File: src/logic/tss_limptr_defs.vh
// constants for the step sequencer limit and pointer register slice
// assumes inclusion by bare name from the design files under logic/
`ifndef TSS_LIMPTR_DEFS_VH
`define TSS_LIMPTR_DEFS_VH

// ----------------------------------------------------------------
// register byte addresses (word aligned)
// ----------------------------------------------------------------
`define TSS_OFS_LIMIT     4'h0
`define TSS_OFS_INDEX     4'h4
`define TSS_OFS_CTRL      4'h8
`define TSS_OFS_QUEUE     4'hC

// ----------------------------------------------------------------
// field layout and reset values
// ----------------------------------------------------------------
`define TSS_LIMIT_W       16
`define TSS_INDEX_W       5
`define TSS_LIMIT_RST     16'h0000
`define TSS_INDEX_RST     5'h00
`define TSS_CTRL_EN_BIT   0
`define TSS_CTRL_ST_BIT   1
`define TSS_CTRL_BSY_BIT  2
`define TSS_STEP_W        8
`define TSS_QUEUE_WORDS   16

`endif

File: src/logic/tss_limptr.v
// step sequencer counter 0 limit and step queue index registers
// assumes an avalon-mm master on the register port and one clock
`include "tss_limptr_defs.vh"
`default_nettype none

// Contract
// [RULE_01] a 16-bit counter 0 limit register feeds the loop count of the jump-on-counter-zero step.
// [RULE_02] the same limit value serves as terminal count of general purpose counter 0.
// [RULE_03] while enable and start are both set, software writes to limit and index are ignored.
// [RULE_04] a 5-bit step queue index in bits 4:0 is readable and writable while not executing.
// [RULE_05] the index always selects the step command currently executing in the queue.
// [RULE_06] index register bits 15:5 read as zero.
// [RULE_07] all sixteen limit bits form one read/write field loaded before starting.
// [RULE_08] the queue holds one 8-bit step per location, two packed in each 16-bit word.
// [RULE_09] both registers reset to zero and writes to unused index bits do nothing.
module tss_limptr #(
    parameter LIMIT_W = `TSS_LIMIT_W,
    parameter INDEX_W = `TSS_INDEX_W
) (
    input  wire                MCLK_I,
    input  wire                ARST_N_I,
    input  wire [5:0]          AVS_ADDRESS_I,
    input  wire                AVS_READ_I,
    input  wire                AVS_WRITE_I,
    input  wire [31:0]         AVS_WRITEDATA_I,
    input  wire [3:0]          AVS_BYTEENABLE_I,
    output reg  [31:0]         AVS_READDATA_O,
    output wire                AVS_WAITREQUEST_O,
    input  wire                STEP_ADVANCE_I,
    input  wire                STEP_JUMP_I,
    input  wire [INDEX_W-1:0]  STEP_JUMP_INDEX_I,
    input  wire [LIMIT_W-1:0]  CNT0_VALUE_I,
    output wire [LIMIT_W-1:0]  LOOP_LIMIT_O,
    output wire                CNT0_AT_LIMIT_O,
    output wire [INDEX_W-1:0]  STEP_INDEX_O,
    output wire [7:0]          STEP_CMD_O,
    output wire                SEQ_BUSY_O,
    output wire                SEQ_ENABLE_O,
    output wire                SEQ_START_O
);
    // ----------------------------------------------------------------
    // bus handshake
    // ----------------------------------------------------------------
    reg                 ack_reg;
    reg [LIMIT_W-1:0]   limit_reg;
    reg [INDEX_W-1:0]   index_reg;
    reg                 enable_reg;
    reg                 start_reg;
    wire                req;
    wire                wr_go;
    wire                rd_go;
    wire                busy;
    wire [3:0]          word_addr;
    wire [15:0]         q_rdata;
    wire [15:0]         wmask;

    // byte-enable expansion for the low 16 bits
    function [15:0] lane_mask;
        input [3:0] be;
        begin
            lane_mask = {{8{be[1]}}, {8{be[0]}}};
        end
    endfunction

    function [15:0] merge16;
        input [15:0] old_v;
        input [15:0] new_v;
        input [15:0] m;
        begin
            merge16 = (old_v & ~m) | (new_v & m);
        end
    endfunction

    assign req               = AVS_READ_I | AVS_WRITE_I;
    // one wait cycle, answer on the second edge of a request
    assign AVS_WAITREQUEST_O = req & ~ack_reg;
    assign wr_go             = AVS_WRITE_I & ack_reg;
    assign rd_go             = AVS_READ_I & ack_reg;
    assign busy              = enable_reg & start_reg;
    assign wmask             = lane_mask(AVS_BYTEENABLE_I);
    assign word_addr         = AVS_ADDRESS_I[5:2];

    // ack toggles so each request takes exactly two edges
    always @(posedge MCLK_I or negedge ARST_N_I) begin
        if (!ARST_N_I) begin
            ack_reg <= 1'b0;
        end else begin
            ack_reg <= req & ~ack_reg;
        end
    end

    // ----------------------------------------------------------------
    // registers
    // ----------------------------------------------------------------
    reg [LIMIT_W-1:0] limit_next;
    reg [INDEX_W-1:0] index_next;
    reg [15:0]        idx_w;

    // next value of limit and index, software write blocked while busy
    always @* begin
        limit_next = limit_reg;
        index_next = index_reg;
        idx_w      = merge16({{(16-INDEX_W){1'b0}}, index_reg}, AVS_WRITEDATA_I[15:0], wmask);
        if (wr_go && !busy && word_addr == `TSS_OFS_LIMIT >> 2) begin // [RULE_03]
            limit_next = merge16(limit_reg, AVS_WRITEDATA_I[15:0], wmask); // [RULE_07]
        end
        if (busy && STEP_JUMP_I) begin
            index_next = STEP_JUMP_INDEX_I; // [RULE_05]
        end else if (busy && STEP_ADVANCE_I) begin
            index_next = index_reg + {{(INDEX_W-1){1'b0}}, 1'b1}; // [RULE_05]
        end else if (wr_go && !busy && word_addr == `TSS_OFS_INDEX >> 2) begin // [RULE_03]
            index_next = idx_w[INDEX_W-1:0]; // [RULE_04] [RULE_09]
        end
    end

    // state flops, all clear at reset
    always @(posedge MCLK_I or negedge ARST_N_I) begin
        if (!ARST_N_I) begin
            limit_reg  <= `TSS_LIMIT_RST; // [RULE_09]
            index_reg  <= `TSS_INDEX_RST; // [RULE_09]
            enable_reg <= 1'b0;
            start_reg  <= 1'b0;
        end else begin
            limit_reg <= limit_next;
            index_reg <= index_next;
            if (wr_go && word_addr == `TSS_OFS_CTRL >> 2 && AVS_BYTEENABLE_I[0]) begin
                enable_reg <= AVS_WRITEDATA_I[`TSS_CTRL_EN_BIT];
                start_reg  <= AVS_WRITEDATA_I[`TSS_CTRL_ST_BIT];
            end
        end
    end

    // ----------------------------------------------------------------
    // step queue
    // ----------------------------------------------------------------
    wire        q_wr;
    wire        q_win;
    wire [3:0]  q_addr;
    wire [15:0] q_wdata;

    // four queue words are mapped from the queue offset; writes blocked while busy
    assign q_win   = word_addr >= (`TSS_OFS_QUEUE >> 2)
                     && word_addr < (`TSS_OFS_QUEUE >> 2) + 4'h4;
    assign q_wr    = wr_go && !busy && q_win;
    assign q_addr  = word_addr - (`TSS_OFS_QUEUE >> 2);
    // byte lanes merged with the word already stored
    assign q_wdata = merge16(q_rdata, AVS_WRITEDATA_I[15:0], wmask);

    tss_step_queue #(
        .WORDS (`TSS_QUEUE_WORDS),
        .AW    (4)
    ) u_queue (
        .clk_i      (MCLK_I),
        .wr_i       (q_wr), // [RULE_08]
        .waddr_i    (q_addr),
        .wdata_i    (q_wdata),
        .raddr_i    (q_addr),
        .rdata_o    (q_rdata),
        .step_idx_i (index_reg), // [RULE_08]
        .step_o     (STEP_CMD_O) // [RULE_05]
    );

    // ----------------------------------------------------------------
    // read data
    // ----------------------------------------------------------------
    always @(posedge MCLK_I or negedge ARST_N_I) begin
        if (!ARST_N_I) begin
            AVS_READDATA_O <= 32'h00000000;
        end else if (rd_go || (AVS_READ_I && !ack_reg)) begin
            case (word_addr)
                `TSS_OFS_LIMIT >> 2: AVS_READDATA_O <= {16'h0000, limit_reg};
                `TSS_OFS_INDEX >> 2: AVS_READDATA_O <= {27'h0000000, index_reg}; // [RULE_06]
                `TSS_OFS_CTRL >> 2:  AVS_READDATA_O <= {29'h00000000, busy, start_reg,
                                                        enable_reg};
                default:             AVS_READDATA_O <= q_win ? {16'h0000, q_rdata}
                                                             : 32'h00000000;
            endcase
        end
    end

    assign LOOP_LIMIT_O    = limit_reg; // [RULE_01]
    assign CNT0_AT_LIMIT_O = (CNT0_VALUE_I == limit_reg); // [RULE_02]
    assign STEP_INDEX_O    = index_reg;
    assign SEQ_BUSY_O      = busy;
    assign SEQ_ENABLE_O    = enable_reg;
    assign SEQ_START_O     = start_reg;
endmodule

`default_nettype wire

File: src/logic/tss_step_queue.v
// step queue: 16 words of two packed 8-bit step commands
// assumes writes are already gated by the caller; contents survive reset
`include "tss_limptr_defs.vh"
`default_nettype none

module tss_step_queue #(
    parameter WORDS = `TSS_QUEUE_WORDS,
    parameter AW    = 4
) (
    input  wire          clk_i,
    input  wire          wr_i,
    input  wire [AW-1:0] waddr_i,
    input  wire [15:0]   wdata_i,
    input  wire [AW-1:0] raddr_i,
    output wire [15:0]   rdata_o,
    input  wire [AW:0]   step_idx_i,
    output wire [7:0]    step_o
);
    reg [15:0] mem [0:WORDS-1];
    wire [15:0] sel_word;

    // storage write; no reset, contents are kept across resets
    always @(posedge clk_i) begin
        if (wr_i) begin
            mem[waddr_i] <= wdata_i;
        end
    end

    assign rdata_o  = mem[raddr_i];
    assign sel_word = mem[step_idx_i[AW:1]];
    // odd index takes the upper byte, even the lower
    assign step_o   = step_idx_i[0] ? sel_word[15:8] : sel_word[7:0];
endmodule

`default_nettype wire
File: config.mk
export PLATFORM = sky130hd
export DESIGN_NAME = tss_limptr
export DESIGN_NICKNAME = d
export VERILOG_FILES = /design/src/logic/tss_limptr.v /design/src/logic/tss_step_queue.v
export VERILOG_INCLUDE_DIRS = /design/src /design/src/logic
export SDC_FILE = /design/constraint.sdc
export NUM_CORES = 1
export LEC_CHECK = 0
export ABC_AREA = 1
export BUFFER_PORTS_ARGS = -buffer_cell sky130_fd_sc_hd__clkbuf_2
export CAP_MARGIN = 20
export CORE_ASPECT_RATIO = 0.75
export CORE_MARGIN = 4
export CORE_UTILIZATION = 25
export DETAILED_ROUTE_END_ITERATION = 7
export PLACE_DENSITY = 0.52
export SLEW_MARGIN = 10
export SYNTH_ARGS = -nofsm -noshare
export SYNTH_HDL_FRONTEND = slang
export SYNTH_HIERARCHICAL = 1
export SYNTH_SLANG_ARGS = --single-unit
File: constraint.sdc
create_clock -name MCLK_I -period 2.7 [get_ports MCLK_I]
set_input_delay 0.405 -clock MCLK_I [delete_from_list [all_inputs] [get_ports MCLK_I]]
set_output_delay 0.405 -clock MCLK_I [all_outputs]
set_load 0.03 [all_outputs]
==> impl_metrics.env <==
export IMPL_dp_hpwl_mm=32.8
export IMPL_critical_path_top_delay_family="simple AND/OR/NAND/NOR gates"
export IMPL_ys_ff_latch=296
export IMPL_clockBufferDepth=3
export IMPL_reg_top3="u_queue/mem: 256 flops, AVS_READDATA_O: 16 flops"
export IMPL_leakagePower_nw=8.04
export IMPL_dieArea_um2=67900
export IMPL_ant_nets=0
export IMPL_core_rowCount=79
export IMPL_start_util_pct=25.5
export IMPL_worst_slack_ns=-0.118
export IMPL_vias_per_cell=4.80
export IMPL_vias=13500
export IMPL_synthTopCellsByArea="edfxtp_1, nand2_1, nand3_1, dfrtp_1, inv_1"
export IMPL_die_w_um=300
export IMPL_finalCritPeriodShare_pct=104
export IMPL_syn_inst=1842
export IMPL_cts_tree="built"
export IMPL_crit_buf_inv=4
export IMPL_hold_path_class="in2reg"
export IMPL_first_pass_iters=5
export IMPL_yosysTopAreaCell="edfxtp_1"
export IMPL_placed_area_um2=17600
export IMPL_gp_congestion=0.827
export IMPL_crit_chain="clkinv_8, buf_12, buf_16, nand2_1, nand3_1, nand3_1, nand2_1, nand2_1, nand2_2, nand2_4, nand2_4, buf_8"
export IMPL_synth_cell_area_um2=15900
export IMPL_final_nets=2023
export IMPL_status="complete, but fails checks"
export IMPL_track_usage_pct=14.8
export IMPL_maxCapViolCount=0
export IMPL_crit_type="reg2out"
export IMPL_path_clk_slew_ns=0.07
export IMPL_synth_cell_types=37
export IMPL_rsz0062_at_grt="true"
export IMPL_syn_avg_cell_area_um2=8.65
export IMPL_drcViolationCount=0
export IMPL_grt_max_degree=105
export IMPL_wl_per_cell_um=18.6
export IMPL_final_common_cell="nand2_1"
export IMPL_core_um2=62600
export IMPL_fp_dieH_um=227
export IMPL_n_antenna_cell=0
export IMPL_powerDensity_nw_per_um2=814
export IMPL_critical_path_arrival_ns=2.41
export IMPL_cts_sinks=296
export IMPL_areaGrowthSynthToFinish_pct=20.4
export IMPL_max_freq_mhz=355
export IMPL_overflow=0
export IMPL_setup_violations_final=8
export IMPL_peakVddDrop_mv=0.527
export IMPL_violations="negative setup slack"
export IMPL_hold_viol=0
export IMPL_htreeDepth=1
export IMPL_tightest_slew_ns=0.756
export IMPL_crit_path_max_incr_delay_ns=0.56
export IMPL_period_needed_ns=2.82
export IMPL_io_buffers=98
export IMPL_synth_top_cell_area_share_pct=48.2
export IMPL_cts_root_buffer="clkbuf_16"
export IMPL_layout_common_cells="nand2_1, nand3_1, edfxtp_1"
export IMPL_slew_violations=0
export IMPL_grt_pass1_wl_mm=77.7
export IMPL_cp_start_kind="flip-flop"
export IMPL_grt_pass1_vias=12800
export IMPL_final_area_um2=19200
export IMPL_relSlewSlack_pct=49.6
export IMPL_seq_area_um2=8690
export IMPL_wirelength_mm=52.4
export IMPL_endpoint_kind="output pin"
export IMPL_path_common_cell="nand2_1"
export IMPL_largest_reg_flops=256
export IMPL_fillers=6432
export IMPL_cp_data_required_time_ns=2.30
export IMPL_max_flop_register="u_queue/mem"
export IMPL_drive_gt1_share_pct=15.5
export IMPL_clock_latency_ns=0.57
export IMPL_instances_no_fill=2820
export IMPL_path_max_fanout=7
export IMPL_numCtsBuffers=29
export IMPL_placedCellCount=2752
export IMPL_ys_warn_count=6
export IMPL_skew_ns=0.0100
export IMPL_multi_input_area_um2=5990
export IMPL_io_pin_count=135
export IMPL_hold_slack_ns=0.0639
export IMPL_place_ws_ns=0.114
export IMPL_drtIter0Drc=1332
export IMPL_critical_path_slowest_cell="dfrtp_4"
export IMPL_ys_seq_area_share_pct=54.5
export IMPL_antenna_found_initial=0
worst paths after layout:
check / cells past startpoint / end / slack (ns) / start
max reg2reg: 7 / u_queue/mem[7][3] / 0.48 / SEQ_ENABLE_O
max in group asynchronous: 3 / AVS_READDATA_O[9] / 1.65 / ARST_N_I
min: 3 / SEQ_START_O / 0.06 / AVS_WRITEDATA_I[1]
max: 12 / STEP_CMD_O[5] / -0.12 / flip-flop
min reg2reg: 1 / ack_reg / 0.43 / ack_reg
min in group asynchronous: 2 / AVS_READDATA_O[4] / 0.36 / ARST_N_I
power by group:
| group | internal [mW] | total, mW | switching, mW | leakage, nW |
|---|---|---|---|---|
| registers | 5.18 | 5.30 | 0.121 | 2.77 |
| clock network | 2.34 | 4.11 | 1.77 | 0.457 |
| logic | 2.16 | 6.21 | 4.05 | 4.81 |
| total | 9.68 | 15.6 | 5.94 | 8.04 |
worst min-delay path, delay by kind of cell:
kind / cells / cell delay (ns)
AO/OA/AOI/OAI: 1 / 0.06
AND/OR/NAND/NOR: 1 / 0.04
buffers and inverters: 1 / 0.09
cell type report:
type | count | area share (%)
clock buffer | 33 | 3.86
inverter | 187 | 3.77
tap | 850 | 5.54
sequential | 296 | 45.3
clock inverter | 19 | 0.997
timing repair buffer | 190 | 9.34
multi-input combinational | 1245 | 31.2
metrics by stage:
step           TNS (ns)  total power [mW]  utilization [%]
2_1_floorplan         0              8.74                -
3_3_place_gp          0              10.4             28.1
3_5_place_dp          0              10.4             28.1
4_1_cts          -0.839              15.4             30.4
5_1_grt           -1.50              16.4             30.7
6_report         -0.693              15.6             30.7
Yosys cell counts:
master	count
nand2_4	1
buf_1	4
o21ai_2	2
clkinv_4	1
nor3_1	2
xor2_1	2
clkbuf_1	32
o21ai_0	84
buf_8	1
nand2_2	5
edfxtp_1	256
inv_2	6
nor2_1	53
nand3b_1	2
nand3_4	1
nand4_1	3
ha_1	5
o211ai_1	65
o21ai_1	9
clkinv_1	1
conb_1	1
xnor2_1	14
or2_0	2
nor2_4	4
nor2_8	1
dfrtp_1	40
nand3_2	2
nor2_2	2
nand3_1	310
buf_2	46
nand2_1	579
buf_6	22
inv_1	179
buf_4	24
nand2_8	1
a21oi_1	78
o22ai_1	2
cell families (layout without fill, tap and decap cells):
| kind of cell | count (synthesis) | in the layout | share of synthesized area, % |
|---|---|---|---|
| DFF | 296 | 296 | 54.5 |
| adders and majority gates | 5 | 5 | 0.392 |
| and+or+nand+nor | 968 | 968 | 26.1 |
| AOI/OAI and AO/OA | 240 | 240 | 8.62 |
| other | 1 | 16 | 0.0235 |
| xor gates and xnor gates | 16 | 16 | 0.879 |
| buffers and inverters | 316 | 429 | 9.50 |
routing by layer:
| metal | share of wire (%) | GRT usage [%] |
|---|---|---|
| met1 | 46 | 21.8 |
| met2 | 43 | 22.2 |
| met3 | 8.7 | 2.87 |
| met4 | 2.1 | 3.85 |
| met5 | 0 | 0 |
repair_timing:
item	4_1_cts	5_1_grt
setup endpoints to repair	8	8
resized for setup	69	19
hold buffers	1	0
hold endpoints to repair	18	0
setup buffers	2	1
pin swaps	9	5
gates cloned	7	5
Power figures use the tool's default switching activity.
